--- src/logic/moc_pkg.sv ---
package moc_pkg;
  // clock and time base
  localparam int CLK_HZ = 20_000_000;
  localparam int MS_PER_S = 1000;
  localparam int TOT_PULSE_MS = 100; // totalizer pulse width
  localparam int TOT_MIN_PERIOD_MS = 1000; // one pulse per second at most
  localparam int TOT_PULSE_CYC = CLK_HZ / MS_PER_S * TOT_PULSE_MS;
  localparam int TOT_PERIOD_CYC = CLK_HZ / MS_PER_S * TOT_MIN_PERIOD_MS;
  // frequency output scaling: full scale gives this many hertz
  localparam int FREQ_FULL_HZ = 1000;
  localparam int SEC_PER_MIN = 60;
  localparam int K_NUMERATOR = FREQ_FULL_HZ * SEC_PER_MIN; // 60000 pulses per minute at full scale
  // clock cycles per half period at full scale, folded into the accumulator limit
  localparam logic [31:0] FREQ_HALF_DIV = 32'(CLK_HZ * SEC_PER_MIN / (2 * K_NUMERATOR));
  // widths
  localparam int RATE_W = 16;
  localparam int ECHO_W = 8;
  localparam int MODE_W = 3;
  localparam int EXP_W = 3;
  localparam int PEND_W = 16;
  localparam int ADDR_W = 8;
  // register byte offsets
  localparam logic [7:0] OFS_CTRL = 8'h00;
  localparam logic [7:0] OFS_RATE_ON = 8'h04;
  localparam logic [7:0] OFS_RATE_OFF = 8'h08;
  localparam logic [7:0] OFS_ECHO_ON = 8'h0c;
  localparam logic [7:0] OFS_ECHO_OFF = 8'h10;
  localparam logic [7:0] OFS_DIVISOR = 8'h14;
  localparam logic [7:0] OFS_EXPONENT = 8'h18;
  localparam logic [7:0] OFS_FULL_SCALE = 8'h1c;
  localparam logic [7:0] OFS_STATUS = 8'h20;
  localparam logic [7:0] OFS_TOTAL = 8'h24;
  // control register field positions
  localparam int CTRL_OUT1_LSB = 0;
  localparam int CTRL_OUT2_LSB = 4;
  // status register field positions
  localparam int ST_OUT1 = 0;
  localparam int ST_OUT2 = 1;
  localparam int ST_USB = 2;
  localparam int ST_RATE_AL = 3;
  localparam int ST_ECHO_AL = 4;
  localparam int ST_PEND_LSB = 16;
  // reset values
  localparam logic [RATE_W-1:0] RATE_ON_RST = 16'hffff;
  localparam logic [RATE_W-1:0] RATE_OFF_RST = 16'h0000;
  localparam logic [ECHO_W-1:0] ECHO_ON_RST = 8'h05;
  localparam logic [ECHO_W-1:0] ECHO_OFF_RST = 8'h0a;
  localparam logic [RATE_W-1:0] DIVISOR_RST = 16'h0001;
  localparam logic [RATE_W-1:0] FULL_SCALE_RST = 16'h0190;
  // function of one control output, encoded in the order listed
  typedef enum logic [MODE_W-1:0] {MODE_NONE, MODE_RATE, MODE_ECHO, MODE_TOTAL, MODE_ERROR} moc_mode_type;
  // totalizer pulse sequencer
  typedef enum logic [1:0] {TP_IDLE, TP_HIGH, TP_GAP} moc_tp_type;
endpackage

--- src/logic/moc_freq_if.sv ---
interface moc_freq_if;
  logic [moc_pkg::RATE_W-1:0] rate; // measured flow rate
  logic [moc_pkg::RATE_W-1:0] full; // rate that gives full-scale frequency
  logic en; // low while the service cable is attached
  logic sq_sel; // waveform switch: high square, low turbine
  logic sq; // square-wave drive
  logic turb; // turbine-simulation drive
  modport ctl (output rate, full, en, sq_sel, input sq, turb);
  modport gen (input rate, full, en, sq_sel, output sq, turb);
endinterface

--- src/logic/moc_freq_gen.sv ---
module moc_freq_gen (
  input wire logic i_clk,
  input wire logic i_nrst,
  moc_freq_if.gen fif
);
  logic [31:0] acc; // phase accumulator
  logic phase; // output phase, toggles twice per output period
  logic [moc_pkg::RATE_W-1:0] rate_lim; // rate clamped to full scale
  logic [31:0] limit; // accumulator wrap point
  logic [31:0] sum;

  // above full scale the output stays at the full-scale frequency
  assign rate_lim = (fif.rate > fif.full) ? fif.full : fif.rate;
  // wrap point: full scale times half-period cycles, so frequency is linear in rate
  assign limit = 32'(fif.full) * moc_pkg::FREQ_HALF_DIV;
  assign sum = acc + 32'(rate_lim);

  // phase accumulator; a zero full scale stops the output instead of racing
  always_ff @(posedge i_clk or negedge i_nrst)
  begin
    if (!i_nrst)
    begin
      acc <= 32'h0000_0000;
      phase <= 1'b0;
    end
    else if (!fif.en || limit == 32'h0000_0000)
    begin
      acc <= 32'h0000_0000;
      phase <= 1'b0;
    end
    else if (sum >= limit)
    begin
      acc <= sum - limit; // keep the remainder so the mean rate is exact
      phase <= ~phase;
    end
    else
    begin
      acc <= sum;
    end
  end

  // route the phase to the waveform that the switch selects
  always_ff @(posedge i_clk or negedge i_nrst)
  begin
    if (!i_nrst)
    begin
      fif.sq <= 1'b0;
      fif.turb <= 1'b0;
    end
    else
    begin
      fif.sq <= fif.en & fif.sq_sel & phase;
      fif.turb <= fif.en & ~fif.sq_sel & phase;
    end
  end
endmodule

--- src/logic/moc_top.sv ---
// Our own choices: register access over APB and the register addresses.
module moc_top #(
  parameter int P_PULSE_CYC = moc_pkg::TOT_PULSE_CYC,
  parameter int P_PERIOD_CYC = moc_pkg::TOT_PERIOD_CYC
) (
  input wire logic I_CLK,
  input wire logic I_NRST,
  input wire logic I_PSEL,
  input wire logic I_PENABLE,
  input wire logic I_PWRITE,
  input wire logic [moc_pkg::ADDR_W-1:0] I_PADDR,
  input wire logic [31:0] I_PWDATA,
  output logic [31:0] O_PRDATA,
  output logic O_PREADY,
  output logic O_PSLVERR,
  input wire logic [moc_pkg::RATE_W-1:0] I_FLOW_RATE,
  input wire logic [moc_pkg::ECHO_W-1:0] I_ECHO_LEVEL,
  input wire logic I_TOTAL_TICK,
  input wire logic I_FAULT,
  input wire logic I_USB_CONNECTED,
  input wire logic I_NRESET_TOTAL,
  input wire logic I_FREQ_WAVEFORM_SELECT_SWITCH,
  output logic O_CTRL_OUT1,
  output logic O_CTRL_OUT2,
  output logic O_FREQ_SQUARE,
  output logic O_FREQ_TURBINE,
  output logic O_RS485_ENABLE
);
  // software registers
  logic [moc_pkg::MODE_W-1:0] mode1; // output one function code
  logic [moc_pkg::MODE_W-1:0] mode2; // output two function code
  logic [moc_pkg::RATE_W-1:0] rate_on; // rate alarm switch-on point
  logic [moc_pkg::RATE_W-1:0] rate_off; // rate alarm switch-off point
  logic [moc_pkg::ECHO_W-1:0] echo_on; // echo_level_alarm switch-on point
  logic [moc_pkg::ECHO_W-1:0] echo_off; // echo_level_alarm switch-off point
  logic [moc_pkg::RATE_W-1:0] total_pulse_divisor;
  logic [moc_pkg::EXP_W-1:0] total_decade_exponent;
  logic [moc_pkg::RATE_W-1:0] full_scale; // rate for full-scale frequency
  // alarm and totalizer state
  logic rate_alarm;
  logic echo_level_alarm;
  logic [23:0] decade_cnt; // raw ticks within one displayed count
  logic [moc_pkg::RATE_W-1:0] div_cnt; // displayed counts within one pulse
  logic [31:0] total; // displayed total
  logic [moc_pkg::PEND_W-1:0] pending; // pulses owed to the output
  moc_pkg::moc_tp_type tp_state;
  logic [31:0] tp_timer;
  logic tot_pulse;
  // bus side and totalizer strobes
  logic setup;
  logic wr_take;
  logic disp_inc;
  logic pulse_req;
  logic pulse_start;
  logic [31:0] status_word;

  moc_freq_if fif ();

  // ten to the power e; a count of the exponent setting, at most 10^7
  function automatic logic [23:0] pow10(input logic [moc_pkg::EXP_W-1:0] e);
    logic [23:0] p;
    p = 24'h00_0001;
    for (int k = 0; k < 7; k++)
    begin
      if (k < int'(e))
      begin
        p = 24'(p * 24'h00_000a);
      end
    end
    return p;
  endfunction

  // hysteresis: a hit on the set side wins, a hit on the clear side releases, else hold
  function automatic logic hyst(input logic prev, input logic hit_on, input logic hit_off);
    return hit_on ? 1'b1 : (hit_off ? 1'b0 : prev);
  endfunction

  // level of one control output for its function; unknown codes read as inactive
  function automatic logic out_level(input logic [moc_pkg::MODE_W-1:0] code, input logic ra,
                                     input logic ea, input logic tp, input logic flt);
    logic v;
    v = 1'b0;
    unique case (moc_pkg::moc_mode_type'(code))
      moc_pkg::MODE_NONE: v = 1'b0;
      moc_pkg::MODE_RATE: v = ra;
      moc_pkg::MODE_ECHO: v = ea;
      moc_pkg::MODE_TOTAL: v = tp;
      moc_pkg::MODE_ERROR: v = flt;
      default: v = 1'b0;
    endcase
    return v;
  endfunction

  // address decode for the error answer; the read mux decodes the same offsets in its own case
  function automatic logic mapped(input logic [moc_pkg::ADDR_W-1:0] a);
    return a == moc_pkg::OFS_CTRL || a == moc_pkg::OFS_RATE_ON || a == moc_pkg::OFS_RATE_OFF ||
           a == moc_pkg::OFS_ECHO_ON || a == moc_pkg::OFS_ECHO_OFF || a == moc_pkg::OFS_DIVISOR ||
           a == moc_pkg::OFS_EXPONENT || a == moc_pkg::OFS_FULL_SCALE || a == moc_pkg::OFS_STATUS ||
           a == moc_pkg::OFS_TOTAL;
  endfunction

  assign setup = I_PSEL & ~I_PENABLE;
  assign wr_take = I_PSEL & I_PENABLE & O_PREADY & I_PWRITE;

  // pready answers one cycle after setup: zero wait states
  always_ff @(posedge I_CLK or negedge I_NRST)
  begin
    if (!I_NRST)
    begin
      O_PREADY <= 1'b0;
      O_PSLVERR <= 1'b0;
    end
    else
    begin
      O_PREADY <= setup;
      O_PSLVERR <= setup & ~mapped(I_PADDR); // unmapped or misaligned address
    end
  end

  assign status_word = {16'(pending), 11'h000, echo_level_alarm, rate_alarm, I_USB_CONNECTED,
                        O_CTRL_OUT2, O_CTRL_OUT1};

  // read data is captured in the setup cycle so it stands through the access phase
  always_ff @(posedge I_CLK or negedge I_NRST)
  begin
    if (!I_NRST)
    begin
      O_PRDATA <= 32'h0000_0000;
    end
    else if (setup && !I_PWRITE)
    begin
      unique case (I_PADDR)
        moc_pkg::OFS_CTRL: O_PRDATA <= 32'({mode2, 1'b0, mode1});
        moc_pkg::OFS_RATE_ON: O_PRDATA <= 32'(rate_on);
        moc_pkg::OFS_RATE_OFF: O_PRDATA <= 32'(rate_off);
        moc_pkg::OFS_ECHO_ON: O_PRDATA <= 32'(echo_on);
        moc_pkg::OFS_ECHO_OFF: O_PRDATA <= 32'(echo_off);
        moc_pkg::OFS_DIVISOR: O_PRDATA <= 32'(total_pulse_divisor);
        moc_pkg::OFS_EXPONENT: O_PRDATA <= 32'(total_decade_exponent);
        moc_pkg::OFS_FULL_SCALE: O_PRDATA <= 32'(full_scale);
        moc_pkg::OFS_STATUS: O_PRDATA <= status_word;
        moc_pkg::OFS_TOTAL: O_PRDATA <= total;
        default: O_PRDATA <= 32'h0000_0000;
      endcase
    end
  end

  // configuration writes take effect at the completing access edge only
  always_ff @(posedge I_CLK or negedge I_NRST)
  begin
    if (!I_NRST)
    begin
      mode1 <= moc_pkg::MODE_NONE;
      mode2 <= moc_pkg::MODE_NONE;
      rate_on <= moc_pkg::RATE_ON_RST;
      rate_off <= moc_pkg::RATE_OFF_RST;
      echo_on <= moc_pkg::ECHO_ON_RST;
      echo_off <= moc_pkg::ECHO_OFF_RST;
      total_pulse_divisor <= moc_pkg::DIVISOR_RST;
      total_decade_exponent <= '0;
      full_scale <= moc_pkg::FULL_SCALE_RST;
    end
    else if (wr_take)
    begin
      unique case (I_PADDR)
        moc_pkg::OFS_CTRL:
        begin
          mode1 <= I_PWDATA[moc_pkg::CTRL_OUT1_LSB +: moc_pkg::MODE_W];
          mode2 <= I_PWDATA[moc_pkg::CTRL_OUT2_LSB +: moc_pkg::MODE_W];
        end
        moc_pkg::OFS_RATE_ON: rate_on <= I_PWDATA[moc_pkg::RATE_W-1:0];
        moc_pkg::OFS_RATE_OFF: rate_off <= I_PWDATA[moc_pkg::RATE_W-1:0];
        moc_pkg::OFS_ECHO_ON: echo_on <= I_PWDATA[moc_pkg::ECHO_W-1:0];
        moc_pkg::OFS_ECHO_OFF: echo_off <= I_PWDATA[moc_pkg::ECHO_W-1:0];
        moc_pkg::OFS_DIVISOR: total_pulse_divisor <= I_PWDATA[moc_pkg::RATE_W-1:0];
        moc_pkg::OFS_EXPONENT: total_decade_exponent <= I_PWDATA[moc_pkg::EXP_W-1:0];
        moc_pkg::OFS_FULL_SCALE: full_scale <= I_PWDATA[moc_pkg::RATE_W-1:0];
        default:
        begin
        end
      endcase
    end
  end

  // rate alarm: switch on at or above the on point, off at or below the off point
  always_ff @(posedge I_CLK or negedge I_NRST)
  begin
    if (!I_NRST)
    begin
      rate_alarm <= 1'b0;
    end
    else
    begin
      rate_alarm <= hyst(rate_alarm, I_FLOW_RATE >= rate_on, I_FLOW_RATE <= rate_off);
    end
  end

  // echo alarm works the other way: a falling level trips it, a recovered level clears it
  always_ff @(posedge I_CLK or negedge I_NRST)
  begin
    if (!I_NRST)
    begin
      echo_level_alarm <= 1'b0;
    end
    else
    begin
      echo_level_alarm <= hyst(echo_level_alarm, I_ECHO_LEVEL <= echo_on, I_ECHO_LEVEL >= echo_off);
    end
  end

  // one displayed count per 10^exponent raw ticks, one pulse request per divisor counts
  assign disp_inc = I_TOTAL_TICK && (decade_cnt + 24'h00_0001 >= pow10(total_decade_exponent));
  // a zero divisor behaves as one so the chain never stalls
  assign pulse_req = disp_inc && (div_cnt + 16'h0001 >= total_pulse_divisor);

  // totalizer chain; the reset-total level clears the counters and total but not pending, and a tick in that cycle is not totalled but can still request a pulse
  always_ff @(posedge I_CLK or negedge I_NRST)
  begin
    if (!I_NRST)
    begin
      decade_cnt <= '0;
      div_cnt <= '0;
      total <= 32'h0000_0000;
    end
    else if (!I_NRESET_TOTAL)
    begin
      decade_cnt <= '0;
      div_cnt <= '0;
      total <= 32'h0000_0000;
    end
    else if (I_TOTAL_TICK)
    begin
      decade_cnt <= disp_inc ? 24'h00_0000 : decade_cnt + 24'h00_0001;
      if (disp_inc)
      begin
        total <= total + 32'h0000_0001;
        div_cnt <= pulse_req ? 16'h0000 : div_cnt + 16'h0001;
      end
    end
  end

  assign pulse_start = (tp_state == moc_pkg::TP_IDLE) && (pending != '0);

  // owed pulses: a request and a start in one cycle cancel, the count saturates rather than wraps
  always_ff @(posedge I_CLK or negedge I_NRST)
  begin
    if (!I_NRST)
    begin
      pending <= '0;
    end
    else if (pulse_req && !pulse_start && pending != '1)
    begin
      pending <= pending + 16'h0001;
    end
    else if (!pulse_req && pulse_start)
    begin
      pending <= pending - 16'h0001;
    end
  end

  // pulse sequencer: high for the pulse width, then hold off until a full period has passed
  always_ff @(posedge I_CLK or negedge I_NRST)
  begin
    if (!I_NRST)
    begin
      tp_state <= moc_pkg::TP_IDLE;
      tp_timer <= 32'h0000_0000;
    end
    else
    begin
      unique case (tp_state)
        moc_pkg::TP_IDLE:
        begin
          tp_timer <= 32'h0000_0000;
          if (pulse_start)
          begin
            tp_state <= moc_pkg::TP_HIGH;
          end
        end
        moc_pkg::TP_HIGH:
        begin
          tp_timer <= tp_timer + 32'h0000_0001;
          if (tp_timer == 32'(P_PULSE_CYC - 1))
          begin
            tp_state <= moc_pkg::TP_GAP;
          end
        end
        moc_pkg::TP_GAP:
        begin
          tp_timer <= tp_timer + 32'h0000_0001;
          if (tp_timer == 32'(P_PERIOD_CYC - 1))
          begin
            tp_state <= moc_pkg::TP_IDLE;
          end
        end
      endcase
    end
  end

  assign tot_pulse = (tp_state == moc_pkg::TP_HIGH);

  // control outputs; the service cable overrides every function
  always_ff @(posedge I_CLK or negedge I_NRST)
  begin
    if (!I_NRST)
    begin
      O_CTRL_OUT1 <= 1'b0;
      O_CTRL_OUT2 <= 1'b0;
    end
    else
    begin
      O_CTRL_OUT1 <= ~I_USB_CONNECTED & out_level(mode1, rate_alarm, echo_level_alarm, tot_pulse, I_FAULT);
      O_CTRL_OUT2 <= ~I_USB_CONNECTED & out_level(mode2, rate_alarm, echo_level_alarm, tot_pulse, I_FAULT);
    end
  end

  assign fif.rate = I_FLOW_RATE;
  assign fif.full = full_scale;
  assign fif.en = ~I_USB_CONNECTED;
  assign fif.sq_sel = I_FREQ_WAVEFORM_SELECT_SWITCH;

  moc_freq_gen u_freq (
    .i_clk(I_CLK),
    .i_nrst(I_NRST),
    .fif(fif.gen)
  );

  // frequency pins and serial enable, re-timed so every pin leaves a flip-flop
  always_ff @(posedge I_CLK or negedge I_NRST)
  begin
    if (!I_NRST)
    begin
      O_FREQ_SQUARE <= 1'b0;
      O_FREQ_TURBINE <= 1'b0;
      O_RS485_ENABLE <= 1'b0;
    end
    else
    begin
      O_FREQ_SQUARE <= fif.sq & ~I_USB_CONNECTED;
      O_FREQ_TURBINE <= fif.turb & ~I_USB_CONNECTED;
      O_RS485_ENABLE <= ~I_USB_CONNECTED;
    end
  end

  // helper counters for the pulse checks
  logic [31:0] hi_len;
  logic [31:0] since_rise;
  logic tot_d;
  always_ff @(posedge I_CLK or negedge I_NRST)
  begin
    if (!I_NRST)
    begin
      hi_len <= 32'h0000_0000;
      since_rise <= 32'hffff_ffff;
      tot_d <= 1'b0;
    end
    else
    begin
      tot_d <= tot_pulse;
      hi_len <= tot_pulse ? hi_len + 32'h0000_0001 : 32'h0000_0000;
      if (tot_pulse && !tot_d)
      begin
        since_rise <= 32'h0000_0001;
      end
      else if (since_rise != 32'hffff_ffff)
      begin
        since_rise <= since_rise + 32'h0000_0001;
      end
    end
  end
endmodule

--- config.mk ---
export PLATFORM = sky130hd
export DESIGN_NAME = moc_top
export DESIGN_NICKNAME = d
export VERILOG_FILES = /design/src/logic/moc_pkg.sv /design/src/logic/moc_freq_if.sv /design/src/logic/moc_freq_gen.sv /design/src/logic/moc_top.sv
export SDC_FILE = /design/constraint.sdc
export NUM_CORES = 1
export LEC_CHECK = 0
export BUFFER_PORTS_ARGS = -buffer_cell sky130_fd_sc_hd__buf_2
export CORE_ASPECT_RATIO = 0.7
export CORE_MARGIN = 2
export CORE_UTILIZATION = 60
export DETAILED_ROUTE_END_ITERATION = 10
export PLACE_DENSITY = 0.78
export SLEW_MARGIN = 0
export SYNTH_ARGS = -nofsm -noshare
export SYNTH_HDL_FRONTEND = slang
export SYNTH_SLANG_ARGS = --single-unit
--- constraint.sdc ---
create_clock -name I_CLK -period 31.2 [get_ports I_CLK]
set_clock_uncertainty 0.1 [all_clocks]
set_input_delay 4.68 -clock I_CLK [delete_from_list [all_inputs] [get_ports I_CLK]]
set_output_delay 4.68 -clock I_CLK [all_outputs]
set_load 0.03 [all_outputs]
Word level (Yosys, flattened, before mapping)
Cells that the tools add are included.
{ "word_totals": {"reg_bits": 287, "input_bits": 74, "output_inout_bits": 39, "wordCells": 179} }
{ "op_classes": {"addsub": 8, "n_mul": 7, "magnitude_cmp": 15, "eq_ne": 27, "mux": 36, "bitwise": 18, "n_reduce_logical": 39} }
{ "ops": {"columns": ["operator", "count"], "rows": [
  ["case mux 32 bit (10 select lines)", 1],
  ["two-way mux 24 bit", 9],
  ["two-way mux 32 bit", 5],
  ["multiplier 24 x 3 -> 23 bit, second input constant", 6],
  ["two-way mux 16 bit", 7],
  ["adder 32 x 1 -> 32 bit, second input constant", 2],
  ["case mux 32 bit (2 select lines)", 1],
  ["adder 16 x 1 -> 16 bit, second input constant", 2],
  ["adder 32 x 16 -> 32 bit", 1],
  ["== test 32 x 21 -> 1 bit, second input constant", 1],
  ["== test 32 x 25 -> 1 bit, second input constant", 1],
  ["== test 8 x 5 -> 1 bit, second input constant", 4],
  ["greater-or-equal comparator 16 bit", 2],
  ["greater-or-equal comparator 32 x 30 -> 1 bit", 1],
  ["logical NOT 32 bit", 1],
  ["subtractor 32 x 30 -> 32 bit", 1],
  ["multiplier 16 x 10 -> 26 bit, second input constant", 1],
  ["adder 24 x 1 -> 24 bit, second input constant", 1],
  ["greater-or-equal comparator 24 bit", 1],
  ["AND reduction 2 bit", 9],
  ["== test 8 x 4 -> 1 bit, second input constant", 2],
  ["== test 8 x 6 -> 1 bit, second input constant", 2],
  ["greater-than comparator 16 bit", 1],
  ["<= comparator 16 bit", 1],
  ["31 further kinds", 87]
]} }

Depth between registers and ports, before layout
{ "logic_depth": {"depth_word": 21, "mapped_depth": 58, "depth_no_buf": 55} }

Modules after synthesis
Synthesis repeated with hierarchy kept, for this count alone.
{ "hier_totals": {"cells_unflattened": 2763, "hier_area_um2": 25503.2} }
{ "modules_own_cells": {"columns": ["module", "n_inst", "cells_each", "area_per_inst_um2", "seq_area_each_um2"], "rows": [
  ["moc_top", 1, 1929, 18443.9, 6336.1],
  ["moc_freq_gen", 1, 834, 7059.3, 875.8]
]} }

Least setup slack after synthesis
Ideal clock, no wire load.
{ "synth_path": {"kind": "input-to-reg", "startpoint": "input I_FLOW_RATE[1] in the netlist's numbering", "endpoint": "register u_freq.acc[4]", "setup_ns": 0.071, "arrival_time_ns": 11.781, "required_ns": 31.029, "path_slack_ns": 19.247, "stages": 34, "n_path_buf": 3, "path_cell_list": "ha_1 -> nor2b_1 -> o21a_1 -> o21a_1 -> o21a_1 -> o21a_1 -> o21a_1 -> o21bai_1 -> a21boi_0 -> o32ai_1 -> clkbuf_1 -> mux2_2 -> fa_1 -> a21oi_1 -> o211ai_1 -> a21oi_1 -> a21oi_1 -> a41o_1 -> a21o_1 -> and3_1 -> xor2_1 -> ha_1 -> and3_1 -> a221o_1 -> nand3_1 -> a21boi_0 -> a31oi_1 -> a211o_1 -> a21o_1 -> and4b_1 -> buf_2 -> buf_4 -> mux2_2 -> nor2_1"} }
{ "synth_between": {"elab_chain_len": 6, "word_cells_on_any_way": 7, "cone_classes": "add/sub (2); order compare (2); mux (3)"} }
{ "synth_rtl": {"columns": ["item", "line_no", "source"], "rows": [
  ["from (decl)", "moc_top.sv:16", "input wire logic [moc_pkg::RATE_W-1:0] I_FLOW_RATE,"],
  ["greater-than comparator 16 bit", "moc_freq_gen.sv:13", "assign rate_lim = (fif.rate > fif.full) ? fif.full : fif.rate;"],
  ["two-way mux 16 bit *", "moc_freq_gen.sv:13", null],
  ["adder 32 x 16 -> 32 bit *", "moc_freq_gen.sv:16", "assign sum = acc + 32'(rate_lim);"],
  ["subtractor 32 x 30 -> 32 bit / greater-or-equal comparator 32 x 30 -> 1 bit (equally long branches)", "moc_freq_gen.sv:33, moc_freq_gen.sv:31", null],
  ["two-way mux 32 bit *", "moc_freq_gen.sv:31", "else if (sum >= limit)"],
  ["two-way mux 32 bit *", "moc_freq_gen.sv:26", "else if (!fif.en || limit == 32'h0000_0000)"],
  ["to (signal assigned)", "moc_freq_gen.sv:33", "acc <= sum - limit;"],
  ["to (signal assigned)", "moc_freq_gen.sv:38", "acc <= sum;"],
  ["to (decl)", "moc_freq_gen.sv:6", "logic [31:0] acc;"]
]} }
Every way passes the cells marked *; elsewhere a longest branch is shown, timed or not.
A chain may end at the register's enable or synchronous reset.

Worst setup path after layout
{ "layout_path": {"startpoint": "register total_decade_exponent[1] in the netlist's numbering", "endpoint": "register pending[14] in the netlist's numbering"} }
{ "layout_between": {"elab_chain_len": 20, "word_cells_on_any_way": 29, "cone_classes": "mul (6); order compare (8); mux (8); reduce/logical (7)"} }
{ "layout_rtl": {"columns": ["item", "line_no", "source"], "rows": [
  ["from (decl)", "moc_top.sv:37", "logic [moc_pkg::EXP_W-1:0] total_decade_exponent;"],
  ["from (signal assigned)", "moc_top.sv:176", "moc_pkg::OFS_EXPONENT: total_decade_exponent <= I_PWDATA[moc_pkg::EXP_W-1:0];"],
  ["< comparator 1 x 3 -> 1 bit", "moc_top.sv:65", "if (k < int'(e))"],
  ["two-way mux 4 bit", "moc_top.sv:65", null],
  ["multiplier 24 x 3 -> 23 bit", "moc_top.sv:67", "p = 24'(p * 24'h00_000a);"],
  ["two-way mux 24 bit", "moc_top.sv:65", null],
  ["multiplier 24 x 3 -> 23 bit", "moc_top.sv:67", null],
  ["two-way mux 24 bit", "moc_top.sv:65", null],
  ["multiplier 24 x 3 -> 23 bit", "moc_top.sv:67", null],
  ["two-way mux 24 bit", "moc_top.sv:65", null],
  ["(+4 left out)", null, null],
  ["multiplier 24 x 3 -> 23 bit", "moc_top.sv:67", null],
  ["two-way mux 24 bit *", "moc_top.sv:65", null],
  ["greater-or-equal comparator 24 bit *", "moc_top.sv:212", "assign disp_inc = I_TOTAL_TICK && (decade_cnt + 24'h00_0001 >= pow10(total_decade_exponent));"],
  ["logical AND 1 bit *", "moc_top.sv:212", null],
  ["logical AND 1 bit *", "moc_top.sv:214", "assign pulse_req = disp_inc && (div_cnt + 16'h0001 >= total_pulse_divisor);"],
  ["logical AND 1 bit / logical NOT 1 bit (equally long branches)", "moc_top.sv:251, moc_top.sv:255", null],
  ["logical AND 1 bit (on tied branches)", "moc_top.sv:251, moc_top.sv:255", null],
  ["two-way mux 16 bit / nonzero test 2 bit (equally long branches)", null, null],
  ["to (signal assigned)", "moc_top.sv:253", "pending <= pending + 16'h0001;"],
  ["to (signal assigned)", "moc_top.sv:257", "pending <= pending - 16'h0001;"],
  ["to (decl)", "moc_top.sv:45", "logic [moc_pkg::PEND_W-1:0] pending;"]
]} }
Marks and branches as above.

==> impl_metrics.ini <==
[routing]
viasPerCell = 6.23
detail-route-antenna-nets = 0
drc_errors = 0
dr.pass1.iters = 9
first_iter_violations = 2330
wire_per_inst_um = 19.9
wl_mm = 68.4
vias = 21400

[clock_network]
cts_buffers = 31
h-tree-depth = 1
postCtsHoldBufs = 0
cts_resized = 0
clk_pin_slew_worst_paths_ns = 0.07
clk_path_buf_depth = 3
clkSinkCount = 287
cts_tree = done
root_buffer = clkbuf_16
post_cts_buffers = 0
insertion_delay_ns = 0.62

[critical_path]
crit_path_max_incr_delay_ns = 0.70
critPathSlowestCell = dfrtp_1
crit_arrival_ns = 15.07
worst_setup_path_end_kind = register
worstSetupPathType = reg -> reg
crit_required_ns = 31.66
crit_path_max_fanout = 20
cp_common_cell = ha_1
worstSetupStartpointType = register

[sta]
slew_headroom_pct = 17.9
hold_viol_final = 0
finalSetupTns_ns = 0
rsz0062_at_grt = false
clock.fmax_mhz = 68.4
slew_violations = 0
tightest_slew_ns = 1.23
finalSetupViolCount = 0
finalCritPeriodShare_pct = 46.9
min_period_ns = 14.62

[logic_synthesis]
ys_top_cells_by_count = ha_1 (344), dfrtp_1 (263), inv_1 (244)
synthCells = 2793
synth-main-ff-cell = dfrtp_1
synth.avg_cell_area_um2 = 9.05
synth_cell_types = 82
ys_ff_latch = 287
synth_warnings = 0
async_reset_ff_share_pct = 100
yosysSeqAreaShare_pct = 28.5
synth-edff-count = 0
yosysTopAreaCell = dfrtp_1
synth_top_area_share_pct = 26.0
synth_area_mm2 = 0.0253
synth_most_common_cell = ha_1
synthTopCellsByArea = dfrtp_1 (26%), ha_1 (17%), mux2_2 (4.8%)

[power_and_ir_drop]
power_w = 0.00150
ir_worst_vdd_mv = 0.0896
power_leakage_nw = 13.5
p_per_area_mw_per_mm2 = 54.7

[global_route]
grt_pass1_vias = 20400
grt_usage_pct = 31.0
grt_max_degree = 165
grt_pass1_wl_mm = 110
antenna_found_initial = 8
overflow = 0

[final_layout]
stdcell_area_mm2 = 0.0275
final_layout_size_suffix_gt1_share_pct = 11.2
syn2layout_area_growth_pct = 8.62
fin_nets = 3327

[placement]
post-dp-hpwl_mm = 52.4
place_congestion = 0.974
dpl-instance-area_mm2 = 0.0263
port_buffers = 96

[floorplan]
fp.dieH_um = 176
die_w_um = 249
floorplan.rows = 62
core_mm2 = 0.0413
pin_count = 113
initial_core_util_pct = 61.3
die_area_mm2 = 0.0438

[hold_path]
hold_class = reg -> reg

[status]
outcome = finished, final reports clean

[job]
drv_cap = 0
## placed cells by master (no fill, tap or decap), types with 37 or more instances in the layout
cell type,instances
o21a_1,37
xnor2_1,127
nor3_1,41
nor2b_1,40
a22oi_1,37
inv_1,244
xor2_1,90
ha_1,344
nor2_1,200
nand4_1,54
a21oi_1,155
fa_1,41
nand2_1,177
o21ai_0,117
a21o_1,59
buf_2,95
and2_1,75
dfrtp_1,263
nand3_1,86
and3_1,49
mux2_2,108
## sequential cells by signal (all words and copies together) (netlist names), 2 cells and up
| signal | cells |
|---|---|
| O_PRDATA | 32 |
| decade_cnt | 24 |
| div_cnt | 16 |
| echo_off | 8 |
| echo_on | 8 |
| fif.full | 16 |
| mode1 | 3 |
| mode2 | 3 |
| pending | 16 |
| rate_off | 16 |
| rate_on | 16 |
| total | 32 |
| total_decade_exponent | 3 |
| total_pulse_divisor | 16 |
| tp_state | 2 |
| tp_timer | 32 |
| u_freq.acc | 32 |
## power breakdown
part	internal (W)	switching [W]	total, W
Combinational	0.000284	0.000395	0.000679
Sequential	0.000391	0.0000138	0.000405
Clock	0.000251	0.000168	0.000419
Total	0.000926	0.000577	0.00150
## area by class of cell
type | instances | area (um2)
inverters | 244 | 916
well taps | 544 | 681
fillers | 3324 | 13800
clock inverters | 18 | 292
flip-flops and latches | 287 | 7210
diodes | 6 | 15.0
repair buffers | 109 | 601
clock buffers | 40 | 850
multi-input cells | 2195 | 16900
## routing by layer
layer | GRT usage [%] | share of wire [%]
met2 | 45.0 | 41
met1 | 47.0 | 47
met4 | 7.30 | 2.1
met5 | 0 | 0
met3 | 6.58 | 9.6
## final timing paths
| kind | from | cells past startpoint | endpoint | slack, ns |
|---|---|---|---|---|
| max in group asynchronous | I_NRST | 2 | tp_state[1]$_DFFE_PN0P_ | 25.41 |
| max | total_decade_exponent[1]$_DFFE_PN0P_ | 51 | pending[14]$_DFFE_PN0P_ | 16.58 |
| min reg2reg | u_freq.fif.sq$_DFF_PN0_ | 1 | O_FREQ_SQUARE$_DFF_PN0_ | 0.32 |
| min | u_freq.fif.sq$_DFF_PN0_ | 1 | O_FREQ_SQUARE$_DFF_PN0_ | 0.32 |
| max reg2reg | total_decade_exponent[1]$_DFFE_PN0P_ | 51 | pending[14]$_DFFE_PN0P_ | 16.58 |
| min in group asynchronous | I_NRST | 1 | u_freq.acc[20]$_DFF_PN0_ | 4.08 |
## worst max-delay path, delay by kind of cell (launching register included)
family / cells / cell delay, ns
flip-flops: 1 / 0.70
adder cells (fa/ha/maj): 10 / 3.10
AND/OR/NAND/NOR: 14 / 4.32
multiplexers: 2 / 0.47
XOR/XNOR: 2 / 0.47
buffers and inverters: 2 / 0.22
AO/OA/AOI/OAI: 21 / 5.18
## logic make-up (layout without fill, tap and decap cells)
| group | count (synthesis) | count (layout) | synth area share (%) |
|---|---|---|---|
| muxes | 142 | 142 | 6.16 |
| buffers and inverters | 318 | 411 | 4.87 |
| DFF | 287 | 287 | 28.5 |
| other | 2 | 15 | 0.0297 |
| and+or+nand+nor | 833 | 833 | 16.5 |
| adders and majority gates | 385 | 385 | 20.3 |
| AOI/OAI and AO/OA | 609 | 609 | 16.1 |
| xor gates and xnor gates | 217 | 217 | 7.52 |
## per-stage QoR
step           hold slack (ns)  utilization [%]  cells  worst slack, ns
2_1_floorplan            0.339                -   2800            19.25
3_3_place_gp             0.348             63.7   3379            17.31
3_5_place_dp             0.350             63.7   3379            16.78
4_1_cts                  0.330             66.5   3437            16.74
5_1_grt                  0.352             66.5   3442            15.66
6_report                 0.324             66.5   3443            16.58
(Power assumes the default switching activity.)
